$ cat src/hdl/adc_ctrl_map.svh
`ifndef ADC_CTRL_MAP_SVH
`define ADC_CTRL_MAP_SVH

// ----------------------------------------
// single-byte opcodes
// ----------------------------------------
`define OP_WAKE        8'h02
`define OP_STANDBY     8'h04
`define OP_RESET       8'h06
`define OP_START       8'h08
`define OP_STOP        8'h0A
`define OP_OFFSET      8'h1A
`define OP_STREAM_ON   8'h10
`define OP_STREAM_OFF  8'h11
`define OP_READ_ONCE   8'h12

// ----------------------------------------
// multi-byte opcode fields
// ----------------------------------------
`define OP_FETCH_HI    3'h1
`define OP_STORE_HI    3'h2
`define OP_COUNT_HI    3'h0

// ----------------------------------------
// serial edge counts
// ----------------------------------------
`define BIT_SYS        4'h7
`define BIT_REG        4'h8

// ----------------------------------------
// timing, in master clocks and modulator periods
// ----------------------------------------
`define MOD_LAST_DIV0  5'h03
`define MOD_LAST_DIV1  5'h0F
`define SETTLE_R0      13'h1004
`define SETTLE_R1      13'h0804
`define SETTLE_R2      13'h0404
`define SETTLE_R3      13'h0204
`define SETTLE_R4      13'h0104
`define SETTLE_R5      13'h0084
`define SETTLE_R6      13'h0044
`define SETTLE_R7      13'h0024
`define SETTLE_MIN     13'h0024
`define SETTLE_FIXED   13'h0004
`define FILL_SHIFT     2

`endif

$ cat src/hdl/adc_ctrl_pkg.sv
package adc_ctrl_pkg;

  typedef enum logic [1:0] {CONV_IDLE, CONV_SETTLE, CONV_RUN, CONV_HOLD} conv_state_type;

  typedef enum logic {CMD_FIRST, CMD_SECOND} cmd_state_type;

  // one received serial edge, already in the system clock domain
  typedef struct packed {
    logic       fall;
    logic [3:0] bits;
    logic [7:0] shift;
    logic       cs_high;
  } rx_event_type;

  // single-cycle system command pulses
  typedef struct packed {
    logic wake;
    logic standby;
    logic reset;
    logic offset;
    logic read_once;
  } sys_cmd_type;

  // decoded register access
  typedef struct packed {
    logic       store;
    logic [4:0] addr;
    logic [4:0] count;
  } reg_cmd_type;

endpackage : adc_ctrl_pkg

$ cat src/hdl/serial_byte_rx.sv
`timescale 1ns/10ps
`default_nettype none
`include "adc_ctrl_map.svh"

module serial_byte_rx
  import adc_ctrl_pkg::*;
(
  input  wire logic   clk_sys_i,
  input  wire logic   rst_n_i,
  input  wire logic   cs_n_i,
  input  wire logic   sclk_i,
  input  wire logic   din_i,
  output rx_event_type evt_o
);

  logic [1:0]   cs_sync_reg, cs_sync_next;
  logic [1:0]   sclk_sync_reg, sclk_sync_next;
  logic [1:0]   din_sync_reg, din_sync_next;
  logic         sclk_d_reg, sclk_d_next;
  rx_event_type evt_reg, evt_next;

  // ----------------------------------------
  // synchronise pins, count falling edges
  // ----------------------------------------
  always_comb begin
    cs_sync_next   = {cs_sync_reg[0], cs_n_i};
    sclk_sync_next = {sclk_sync_reg[0], sclk_i};
    din_sync_next  = {din_sync_reg[0], din_i};
    sclk_d_next    = sclk_sync_reg[1];
    evt_next       = evt_reg;
    evt_next.fall  = 1'b0;
    evt_next.cs_high = cs_sync_reg[1];
    if (cs_sync_reg[1]) begin
      evt_next.bits = 4'h0;   // frame boundary restarts the byte
    end else if (sclk_d_reg && !sclk_sync_reg[1]) begin
      evt_next.fall  = 1'b1;
      evt_next.shift = {evt_reg.shift[6:0], din_sync_reg[1]};
      evt_next.bits  = (evt_reg.bits == `BIT_REG) ? 4'h1 : evt_reg.bits + 4'h1;
    end
  end

  always_ff @(posedge clk_sys_i) begin
    if (!rst_n_i) begin
      cs_sync_reg   <= 2'h3;
      sclk_sync_reg <= 2'h0;
      din_sync_reg  <= 2'h0;
      sclk_d_reg    <= 1'b0;
      evt_reg       <= '{fall: 1'b0, bits: 4'h0, shift: 8'h00, cs_high: 1'b1};
    end else begin
      cs_sync_reg   <= cs_sync_next;
      sclk_sync_reg <= sclk_sync_next;
      din_sync_reg  <= din_sync_next;
      sclk_d_reg    <= sclk_d_next;
      evt_reg       <= evt_next;
    end
  end

  assign evt_o = evt_reg;

endmodule : serial_byte_rx

`default_nettype wire

$ cat src/hdl/adc_conversion_and_opcode_control.sv
`timescale 1ns/10ps
`default_nettype none
`include "adc_ctrl_map.svh"

// Notes on behaviour
// - start raises data-ready; low when data settled
// - first data after rate-coded settle time
// - running period is quarter of settle span less the fixed part
// - continuous runs while pin high or start flag set; stop clears flag
// - start and stop act at seventh edge
// - conversion in progress completes after halting
// - one-shot mode converts once per start
// - one-shot keeps data-ready low afterwards
// - each accepted start resets the digital filter
// - fixed start-to-ready delay for synchronising devices
// - serial output released while select high
// - system ops at seventh, register ops eighth
// - decode wake, standby, reset, start, stop, offset
// - decode stream on, stream off, read once
// - register read/write: address, then count byte
// - register read ignored while streaming
// - oscillator master drives clock pin when enabled
// - start opcode sets run flag but does not restart while converting
module adc_conversion_and_opcode_control
  import adc_ctrl_pkg::*;
#(
  // settle times in modulator periods, index is the rate code
  parameter logic [7:0][12:0] SETTLE_TABLE = {`SETTLE_R7, `SETTLE_R6, `SETTLE_R5, `SETTLE_R4,
                                              `SETTLE_R3, `SETTLE_R2, `SETTLE_R1, `SETTLE_R0}
) (
  input  wire logic       clk_sys_i,
  input  wire logic       rst_n_i,
  input  wire logic       start_pin_i,
  input  wire logic       cs_n_i,
  input  wire logic       sclk_i,
  input  wire logic       din_i,
  input  wire logic       result_bit_i,
  input  wire logic [2:0] rate_select_i,
  input  wire logic       clk_div_i,
  input  wire logic       single_shot_i,
  input  wire logic       osc_source_pin_i,
  input  wire logic       clk_out_en_i,
  output logic            data_ready_n_o,
  output logic            dout_o,
  output logic            dout_oe_o,
  output logic            clk_pin_o,
  output logic            clk_pin_oe_o,
  output logic            filter_reset_o,
  output logic            conv_active_o,
  output logic            stream_read_o,
  output sys_cmd_type     sys_cmd_o,
  output reg_cmd_type     reg_cmd_o,
  output logic            reg_cmd_valid_o
);

  // ----------------------------------------
  // elaboration checks
  // ----------------------------------------
  for (genvar g = 0; g < 8; g++) begin : g_chk
    if (SETTLE_TABLE[g] < `SETTLE_MIN || SETTLE_TABLE[g][1:0] != 2'h0) begin : g_bad
      $error("settle entry too small or not a multiple of four");
    end
  end

  // ----------------------------------------
  // declarations
  // ----------------------------------------
  rx_event_type   evt;
  logic [1:0]     start_sync_reg, start_sync_next;
  logic [1:0]     osc_sync_reg, osc_sync_next;
  logic           start_d_reg, start_d_next;
  logic           dout_reg, dout_next;
  logic           oe_reg, oe_next;
  logic           clkp_reg, clkp_next;
  logic           clkp_oe_reg, clkp_oe_next;
  conv_state_type conv_reg, conv_next;
  logic [12:0]    cnt_reg, cnt_next;
  logic [4:0]     mod_reg, mod_next;
  logic           data_ready_n_reg, data_ready_n_next;
  logic           run_reg, run_next;
  logic           filt_reg, filt_next;
  logic           act_reg, act_next;
  cmd_state_type  cst_reg, cst_next;
  logic [1:0]     pend_reg, pend_next;
  logic [4:0]     addr_reg, addr_next;
  logic           stream_reg, stream_next;
  sys_cmd_type    sys_reg, sys_next;
  reg_cmd_type    regc_reg, regc_next;
  logic           regv_reg, regv_next;
  logic           start_cmd, stop_cmd, reset_cmd;
  logic           sys7, byte8;
  logic [4:0]     mod_last;
  logic           tick, run_req, pin_rise, busy, start_ok;
  logic [12:0]    settle_sel, period_sel;

  // ----------------------------------------
  // serial receiver
  // ----------------------------------------
  serial_byte_rx u_rx (
    .clk_sys_i (clk_sys_i),
    .rst_n_i   (rst_n_i),
    .cs_n_i    (cs_n_i),
    .sclk_i    (sclk_i),
    .din_i     (din_i),
    .evt_o     (evt)
  );

  // ----------------------------------------
  // pins: synchronisers, serial output, clock pin
  // ----------------------------------------
  always_comb begin
    start_sync_next = {start_sync_reg[0], start_pin_i};
    osc_sync_next   = {osc_sync_reg[0], osc_source_pin_i};
    start_d_next    = start_sync_reg[1];
    dout_next       = result_bit_i;
    oe_next         = ~evt.cs_high;
    clkp_oe_next    = osc_sync_reg[1] & clk_out_en_i;
    clkp_next       = clkp_oe_next & ~clkp_reg;
  end

  always_ff @(posedge clk_sys_i) begin
    if (!rst_n_i) begin
      start_sync_reg <= 2'h0;
      osc_sync_reg   <= 2'h0;
      start_d_reg    <= 1'b0;
      dout_reg       <= 1'b0;
      oe_reg         <= 1'b0;
      clkp_reg       <= 1'b0;
      clkp_oe_reg    <= 1'b0;
    end else begin
      start_sync_reg <= start_sync_next;
      osc_sync_reg   <= osc_sync_next;
      start_d_reg    <= start_d_next;
      dout_reg       <= dout_next;
      oe_reg         <= oe_next;
      clkp_reg       <= clkp_next;
      clkp_oe_reg    <= clkp_oe_next;
    end
  end

  // ----------------------------------------
  // command decoder
  // ----------------------------------------
  always_comb begin
    cst_next    = cst_reg;
    pend_next   = pend_reg;
    addr_next   = addr_reg;
    stream_next = stream_reg;
    sys_next    = '0;
    regc_next   = regc_reg;
    regv_next   = 1'b0;
    start_cmd   = 1'b0;
    stop_cmd    = 1'b0;
    reset_cmd   = 1'b0;
    sys7  = evt.fall && evt.bits == `BIT_SYS && cst_reg == CMD_FIRST;
    byte8 = evt.fall && evt.bits == `BIT_REG;
    // seventh edge: single-byte system opcodes
    if (sys7) begin
      unique case ({evt.shift[6:0], 1'b0})
        `OP_WAKE:      sys_next.wake = 1'b1;
        `OP_STANDBY:   sys_next.standby = 1'b1;
        `OP_RESET: begin
          sys_next.reset = 1'b1;
          reset_cmd      = 1'b1;
          stream_next    = 1'b1;
        end
        `OP_START:     start_cmd = 1'b1;
        `OP_STOP:      stop_cmd = 1'b1;
        `OP_OFFSET:    sys_next.offset = 1'b1;
        `OP_READ_ONCE: sys_next.read_once = 1'b1;
        default:       ;
      endcase
    end
    // eighth edge: stream mode and register opcodes
    if (byte8) begin
      if (cst_reg == CMD_FIRST) begin
        if (evt.shift == `OP_STREAM_ON) begin
          stream_next = 1'b1;
        end else if (evt.shift == `OP_STREAM_OFF) begin
          stream_next = 1'b0;
        end else if (evt.shift[7:5] == `OP_FETCH_HI || evt.shift[7:5] == `OP_STORE_HI) begin
          cst_next  = CMD_SECOND;
          addr_next = evt.shift[4:0];
          pend_next = {evt.shift[7:5] == `OP_STORE_HI,
                       evt.shift[7:5] == `OP_FETCH_HI && !stream_reg};
        end
      end else begin
        cst_next = CMD_FIRST;
        if (evt.shift[7:5] == `OP_COUNT_HI && pend_reg != 2'h0) begin
          regv_next = 1'b1;
          regc_next = '{store: pend_reg[1], addr: addr_reg, count: evt.shift[4:0]};
        end
      end
    end
    if (evt.cs_high) begin
      cst_next = CMD_FIRST;
    end
  end

  always_ff @(posedge clk_sys_i) begin
    if (!rst_n_i) begin
      cst_reg    <= CMD_FIRST;
      pend_reg   <= 2'h0;
      addr_reg   <= 5'h00;
      stream_reg <= 1'b1;   // streaming is the power-up mode
      sys_reg    <= '0;
      regc_reg   <= '0;
      regv_reg   <= 1'b0;
    end else begin
      cst_reg    <= cst_next;
      pend_reg   <= pend_next;
      addr_reg   <= addr_next;
      stream_reg <= stream_next;
      sys_reg    <= sys_next;
      regc_reg   <= regc_next;
      regv_reg   <= regv_next;
    end
  end

  // ----------------------------------------
  // conversion sequencer
  // ----------------------------------------
  assign mod_last   = clk_div_i ? `MOD_LAST_DIV1 : `MOD_LAST_DIV0;
  assign settle_sel = SETTLE_TABLE[rate_select_i];
  assign period_sel = (settle_sel - `SETTLE_FIXED) >> `FILL_SHIFT;

  always_comb begin
    tick      = mod_reg >= mod_last;                     // recovers at once when the divide shrinks
    mod_next  = tick ? 5'h00 : mod_reg + 5'h01;
    conv_next = conv_reg;
    cnt_next  = cnt_reg;
    data_ready_n_next = data_ready_n_reg;
    run_next  = run_reg;
    filt_next = 1'b0;
    run_req   = start_sync_reg[1] | run_reg;
    pin_rise  = start_sync_reg[1] & ~start_d_reg;
    busy      = conv_reg == CONV_SETTLE || conv_reg == CONV_RUN;
    if (start_cmd) begin
      run_next = 1'b1;
    end
    if (stop_cmd) begin
      run_next = 1'b0;
    end
    // any serial clock fall while running clears the ready flag
    if (evt.fall && conv_reg == CONV_RUN) begin
      data_ready_n_next = 1'b1;
    end
    unique case (conv_reg)
      CONV_IDLE, CONV_HOLD: ;
      CONV_SETTLE, CONV_RUN: begin
        if (tick) begin
          cnt_next = cnt_reg - 13'h0001;
          if (conv_reg == CONV_RUN && cnt_reg == 13'h0002) begin
            data_ready_n_next = 1'b1;
          end
          if (cnt_reg == 13'h0001) begin
            data_ready_n_next = 1'b0;
            if (single_shot_i) begin
              conv_next = CONV_HOLD;
            end else if (!run_req) begin
              conv_next = CONV_IDLE;
            end else begin
              conv_next = CONV_RUN;
              cnt_next  = period_sel;
            end
          end
        end
      end
    endcase
    // pin rise restarts unless a reset opcode comes in the same cycle; opcode only when not converting
    start_ok = pin_rise | (start_cmd & ~busy);
    if (start_ok) begin
      conv_next = CONV_SETTLE;
      cnt_next  = settle_sel;
      mod_next  = 5'h00;
      data_ready_n_next = 1'b1;
      filt_next = 1'b1;
    end
    if (reset_cmd) begin
      conv_next = CONV_IDLE;
      run_next  = 1'b0;
      data_ready_n_next = 1'b1;
    end
    act_next = conv_next == CONV_SETTLE || conv_next == CONV_RUN;
  end

  always_ff @(posedge clk_sys_i) begin
    if (!rst_n_i) begin
      conv_reg <= CONV_IDLE;
      cnt_reg  <= 13'h0000;
      mod_reg  <= 5'h00;
      data_ready_n_reg <= 1'b1;
      run_reg  <= 1'b0;
      filt_reg <= 1'b0;
      act_reg  <= 1'b0;
    end else begin
      conv_reg <= conv_next;
      cnt_reg  <= cnt_next;
      mod_reg  <= mod_next;
      data_ready_n_reg <= data_ready_n_next;
      run_reg  <= run_next;
      filt_reg <= filt_next;
      act_reg  <= act_next;
    end
  end

  // ----------------------------------------
  // outputs
  // ----------------------------------------
  assign data_ready_n_o  = data_ready_n_reg;
  assign dout_o          = dout_reg;
  assign dout_oe_o       = oe_reg;
  assign clk_pin_o       = clkp_reg;
  assign clk_pin_oe_o    = clkp_oe_reg;
  assign filter_reset_o  = filt_reg;
  assign conv_active_o   = act_reg;
  assign stream_read_o   = stream_reg;
  assign sys_cmd_o       = sys_reg;
  assign reg_cmd_o       = regc_reg;
  assign reg_cmd_valid_o = regv_reg;

  // cycles since the last accepted start
  logic [17:0] since_reg;
  logic [17:0] target_cyc;
  assign target_cyc = 18'(settle_sel) * 18'({1'b0, mod_last} + 6'h01) + 18'h0_0001;
  always_ff @(posedge clk_sys_i) begin
    if (!rst_n_i) begin
      since_reg <= 18'h0_0000;
    end else begin
      since_reg <= start_ok ? 18'h0_0001 : since_reg + 18'h0_0001;
    end
  end
endmodule : adc_conversion_and_opcode_control

`default_nettype wire

$ cat config.mk
export PLATFORM = sky130hd
export DESIGN_NAME = adc_conversion_and_opcode_control
export DESIGN_NICKNAME = d
export VERILOG_FILES = /design/src/hdl/adc_ctrl_pkg.sv /design/src/hdl/serial_byte_rx.sv /design/src/hdl/adc_conversion_and_opcode_control.sv
export VERILOG_INCLUDE_DIRS = /design/src /design/src/hdl
export SDC_FILE = /design/constraint.sdc
export NUM_CORES = 1
export LEC_CHECK = 0
export BUFFER_PORTS_ARGS = -buffer_cell sky130_fd_sc_hd__buf_2
export CAP_MARGIN = 5
export CORE_MARGIN = 1
export CORE_UTILIZATION = 55
export DETAILED_ROUTE_END_ITERATION = 10
export MAX_ROUTING_LAYER = met4
export PLACE_DENSITY = 0.83
export SETUP_SLACK_MARGIN = 0.02
export SYNTH_ARGS = -nofsm -noshare
export SYNTH_HDL_FRONTEND = slang
export SYNTH_SLANG_ARGS = --single-unit
$ cat constraint.sdc
create_clock -name clk_sys_i -period 4 [get_ports clk_sys_i]
set_clock_uncertainty 0.1 [all_clocks]
set_input_delay 0.4 -clock clk_sys_i [delete_from_list [all_inputs] [get_ports clk_sys_i]]
set_output_delay 0.4 -clock clk_sys_i [all_outputs]
set_load 0.005 [all_outputs]
After elaboration in Yosys (flattened, before gate mapping)
Memories as Yosys holds them, arrays and structs flattened.
Cells that the tools add are included.

cells by class
  add/subtract/negate cells = 4
  magnitude comparators = 2
  eq/ne operators = 19
  mux-type cells = 44
  bitwise logic cells = 15
  reductions and logical operators = 29

operator list
  cell                                                                     count
  13-bit 2-to-1 mux                                                        8
  1-bit 2-to-1 mux                                                         27
  8-bit by 5-bit equality test with 1-bit output (second input constant)   2
  7-bit by 2-bit equality test with 1-bit output (second input constant)   2
  7-bit by 3-bit equality test with 1-bit output (second input constant)   2
  7-bit by 4-bit equality test with 1-bit output (second input constant)   2
  2-bit 2-to-1 mux                                                         7
  13-bit by 1-bit equality test with 1-bit output (second input constant)  1
  13-bit by 2-bit equality test with 1-bit output (second input constant)  1
  13-bit by 1-bit subtractor with 13-bit output (second input constant)    1
  13-bit by 3-bit subtractor with 13-bit output (second input constant)    1
  1-bit inverter                                                           9
  3-bit OR reduction                                                       3
  1-bit logical AND                                                        8
  4-bit 2-to-1 mux                                                         2
  7-bit by 1-bit equality test with 1-bit output (second input constant)   1
  2-bit AND reduction                                                      3
  3-bit AND reduction                                                      2
  2-bit nonzero test                                                       3
  2-bit OR reduction                                                       3
  5-bit by 1-bit adder with 5-bit output (second input constant)           1
  5-bit by 4-bit >= comparator with 1-bit output                           1
  5-bit AND reduction                                                      1
  4-bit by 1-bit adder with 4-bit output (second input constant)           1
  other kinds (12)                                                         21

storage, ports and cells
  bits in registers = 80
  bits in read-only memories = 104
  input bits = 14
  output and inout bits = 25
  logic and storage cells = 149
  memories kept = 1

memory list
  name              words  width  rd ports  clocked after Yosys merged registers in  wr ports  RTL line                                  source
  (name not given)  8      13     1         0                                        0         adc_conversion_and_opcode_control.sv:224  assign settle_sel = SETTLE_TABLE[rate_select_i];

Longest topological paths before layout
  depth after elaboration = 10
  mapped depth = 8
  depth with buffers taken out = 7

By module
A second synthesis with hierarchy kept.

unflattened totals
  cells, all modules = 386
  area, all modules = 3,608.5 sq um

modules (own cells, without submodules)
  module                             instances  cells an instance  area each (sq um)  seq. area each (sq um)
  adc_conversion_and_opcode_control  1          316                2,827.7            1,181.1
  serial_byte_rx                     1          70                 780.7              420.4

Worst setup path after synthesis
Ideal clock, no wire load.

  path kind = flip-flop to flip-flop
  start = reg cnt_reg[0]
  end = reg cnt_reg[12]
  setup time = 0.074 ns
  arrival time = 2.027 ns
  required time = 3.826 ns
  slack = 1.799 ns
  stages on the path, launching flop included = 8
  buffers on the path = 0
  clock period less this slack = 2.201 ns
  path through = dfxtp_1 inv_1 ha_1 nor3b_1 or4b_4 xor2_1 or3_1 a31oi_1

between the ends
  cells in the longest elaborated chain, start to end = 7
  elaborated cells between the ends (all ways) = 8
  classes of those cells = 1 x add/sub; 1 x eq/ne; 6 x mux

RTL lines
  element                                        RTL line                                  source
  start: declaration                             adc_conversion_and_opcode_control.sv:77   logic [12:0] cnt_reg, cnt_next;
  start signal: assignment                       adc_conversion_and_opcode_control.sv:298  cnt_reg <= cnt_next;
  13-bit by 1-bit subtractor with 13-bit output  adc_conversion_and_opcode_control.sv:252  cnt_next = cnt_reg - 13'h0001;
  13-bit 2-to-1 mux                              adc_conversion_and_opcode_control.sv:260  end else if (!run_req) begin
  13-bit 2-to-1 mux                              adc_conversion_and_opcode_control.sv:258  if (single_shot_i) begin
  13-bit 2-to-1 mux (*)                          adc_conversion_and_opcode_control.sv:256  if (cnt_reg == 13'h0001) begin
  13-bit 2-to-1 mux (*)                          adc_conversion_and_opcode_control.sv:251  if (tick) begin
  13-bit 2-to-1 mux (*)                          adc_conversion_and_opcode_control.sv:248  unique case (conv_reg)
  13-bit 2-to-1 mux (*)                          adc_conversion_and_opcode_control.sv:272  if (start_ok) begin

Mark *: on every way between the ends. The rest lies on a longest branch, timed or not. The select of a mux whose other input is x is not followed.
A chain may end at the register's enable or synchronous reset.

Worst setup path after layout
Ends and elaborated chain as after synthesis.

==> flow_summary.ini <==
[grt]
grt-ovfl-total = 0
grt_pass1_vias = 2570
grt_max_degree = 28
grt_pass1_wl_um = 11900
grt_usage_pct = 24.4
antenna_found_initial = 1

[worst_setup_path]
r2r_start = cnt_reg[0]
endpoint_kind = register
worstPathCellList = inv_1 > ha_1 > nor3b_1 > or4b_4 > xor2_1 > or3_1 > a31oi_1
critPathMaxStageDelay_ps = 560
path_max_fanout = 6
slowest_stage = nor3b_1
crit_type = reg -> reg
reg2reg_slack_ps = 1450
required_ps = 4170
reg2reg_to = cnt_reg[12]
r2r_cells = 7
cp.arrival_ps = 2720
crit_path_start_kind = register

[yosys]
async_reset_ff_share_pct = 0
ys_seq_area_share_pct = 45.0
synth_area_per_cell_um2 = 9.10
synth-seq-cells = 80
synthDistinctLibCells = 56
netlist_area_um2 = 3560
synth_nets = 414
postSynthCellCount = 391
synth_edf_count = 0
synth_ff_type = dfxtp_1
yosys_warnings = 0

[layout]
multi_input_area_um2 = 1800
final.fill_count = 512
largest_reg_flops = 14
syn2layout_area_growth_pct = 10.6
final_cells = 500
layout-drive-gt1-share_pct = 15.3
nNetsFinal = 442
regArea_um2 = 1600

[sta]
hold_viol = 0
relSlewSlack_pct = 22.4
setup-violations-final = 0
min_period_ps = 2550
rsz0062_at_grt = false
tightest_slew_ps = 1160
final-max-slew-violation-count = 0
hold_slack_ps = 147
fin_crit_sh_pct = 63.7
fmax_mhz = 393
setup_tns_ps = 0

[floorplanning]
placement_rows = 28
die_h_um = 82.4
die-width_um = 82.4
coreArea_um2 = 6100
io_pins = 39
start_util_pct = 58.4
die_area_um2 = 6790

[cts]
holdBufCountCts = 0
cts_setup_buffers = 0
cts_buffers = 9
cts_resized = 0
htree_levels = 3
clock_latency_ps = 350
cts_tree = done
cts.sinks = 80
clock_path_buffers = 2
clock-root-buffer = clkbuf_8
clk_pin_slew_ps = 80

[placement]
portBuffers = 38
place_inst = 483
dp_hpwl_um = 5140
gp_congestion = 0.906

[detailed_routing]
via_per_inst = 5.77
first_iter_violations = 212
drt_pass1_iterations = 5
drtAntennaViolNets = 0
wl_per_cell_um = 14.8
routed_wl_um = 7380
post-route-drc-count = 0
vias = 2885

[pwr]
ir_worst_vdd_v = 0.000563
p_total_uw = 1520
pwr_density_cell_nw_per_um2 = 386
total_leakage_power_uw = 0.00160

[worst_hold_path]
hold-path-endpoint = u_rx.cs_sync_reg[0]
min_path_type = in -> reg
min_from = cs_n_i
min_path_cells = 2

[status]
status = finished, final reports clean

[job]
maxCapViolCount = 0
## worst max path at each step
| stage | start | endpoint | slack (ps) | depth (start not counted) |
|---|---|---|---|---|
| 5_1_grt | cnt_reg[0] | cnt_reg[12] | 1260 | 7 |
| 3_3_place_gp | cnt_reg[0] | cnt_reg[12] | 1540 | 7 |
| 2_1_floorplan | cnt_reg[0] | cnt_reg[12] | 1800 | 7 |
| 4_1_cts | cnt_reg[0] | cnt_reg[12] | 1480 | 7 |
| 3_5_place_dp | clk_div_i | cnt_reg[9] | 1490 | 8 |
| 6_report | cnt_reg[0] | cnt_reg[12] | 1450 | 7 |
## worst max-delay path, delay by kind of cell (launching register included)
| family | cells | cell delay, ps |
|---|---|---|
| AOI/OAI and AO/OA | 1 | 140 |
| xor gates and xnor gates | 1 | 150 |
| and+or+nand+nor | 3 | 1410 |
| adders and majority gates | 1 | 210 |
| buffers and inverters | 1 | 100 |
| DFF | 1 | 370 |
## cells in the mapped netlist, types with 3 or more instances
| cell type | instances | share of area (%) |
|---|---|---|
| clkbuf_1 | 15 | 1.6 |
| nand3_1 | 13 | 1.8 |
| nor2_1 | 54 | 5.7 |
| nor3b_1 | 4 | 0.84 |
| nor4_1 | 6 | 1.1 |
| nor3_1 | 13 | 1.8 |
| o21ai_1 | 7 | 0.98 |
| mux2i_1 | 28 | 7.9 |
| xnor2_1 | 5 | 1.2 |
| o21ai_0 | 8 | 1.1 |
| o22ai_1 | 6 | 1.1 |
| dfxtp_1 | 80 | 45 |
| or3_1 | 4 | 0.70 |
| clkbuf_8 | 3 | 1.2 |
| nand2_1 | 23 | 2.4 |
| xor2_1 | 8 | 2.0 |
| ha_1 | 9 | 3.2 |
| and3_1 | 4 | 0.70 |
| and2_1 | 14 | 2.5 |
| inv_1 | 9 | 0.95 |
| nor2b_1 | 7 | 1.2 |
| nand3b_1 | 3 | 0.63 |
| nand2b_1 | 6 | 1.1 |
| a21oi_1 | 16 | 2.3 |
| nand4_1 | 3 | 0.53 |
| a31oi_1 | 7 | 1.2 |
## cell usage in the layout (no fill, tap or decap), drive strengths merged, types with 2 or more instances in the layout
master,count
clkbuf,10
and3,4
dfxtp,80
buf,39
ha,9
a31oi,7
o21ai,15
mux2i,28
nor3b,4
or2,2
xnor2,5
mux2,4
a21oi,16
nand2,23
a211oi,2
o211ai,2
or3,4
nor4,7
clkinv,4
o22ai,6
nand3b,3
inv,10
xor2,8
nor2b,7
nor3,13
or4,3
nor2,54
and2,15
nor4b,3
nand2b,6
nand3,13
nand4,3
## metal layers
layer  GRT usage, %  share of wire [%]
met4           10.2                1.7
met3           6.70                7.3
met5              -                  0
met1           29.3                 44
met2           38.3                 47
## per-stage QoR
step	utilization, %	setup slack [ps]	area (um^2)
floorplan	-	1800	3560
detailed placement	61.1	1490	3730
finish	64.5	1450	3930
CTS	64.5	1480	3930
global route	64.5	1260	3930
global placement	61.1	1540	3730
## layout make-up
type | count | share of cell area, %
sequential | 80 | 40.7
multi-input combinational | 280 | 45.8
antenna | 1 | 0.0636
clock inverter | 6 | 1.69
clock buffer | 10 | 3.50
timing repair buffer | 39 | 5.03
tap | 75 | 2.39
inverter | 9 | 0.859
## where the power goes
part | switching [uW] | total [uW] | internal, uW | leakage, uW
registers | 10.3 | 821 | 810 | 0.000649
logic | 50.9 | 89.8 | 38.9 | 0.000842
clock network | 300 | 608 | 308 | 0.000107
## cell families (layout without fill, tap and decap cells)
kind of cell | Yosys count | in the layout | synth area share (%)
flip-flops | 80 | 80 | 45.0
AO/OA/AOI/OAI | 56 | 56 | 9.46
AND/OR/NAND/NOR | 170 | 170 | 25.6
buffers and inverters | 31 | 64 | 4.40
XOR/XNOR | 13 | 13 | 3.20
multiplexers | 32 | 32 | 9.15
adder cells (fa/ha/maj) | 9 | 9 | 3.17
other | 0 | 1 | 0
(Power assumes the default switching activity.)
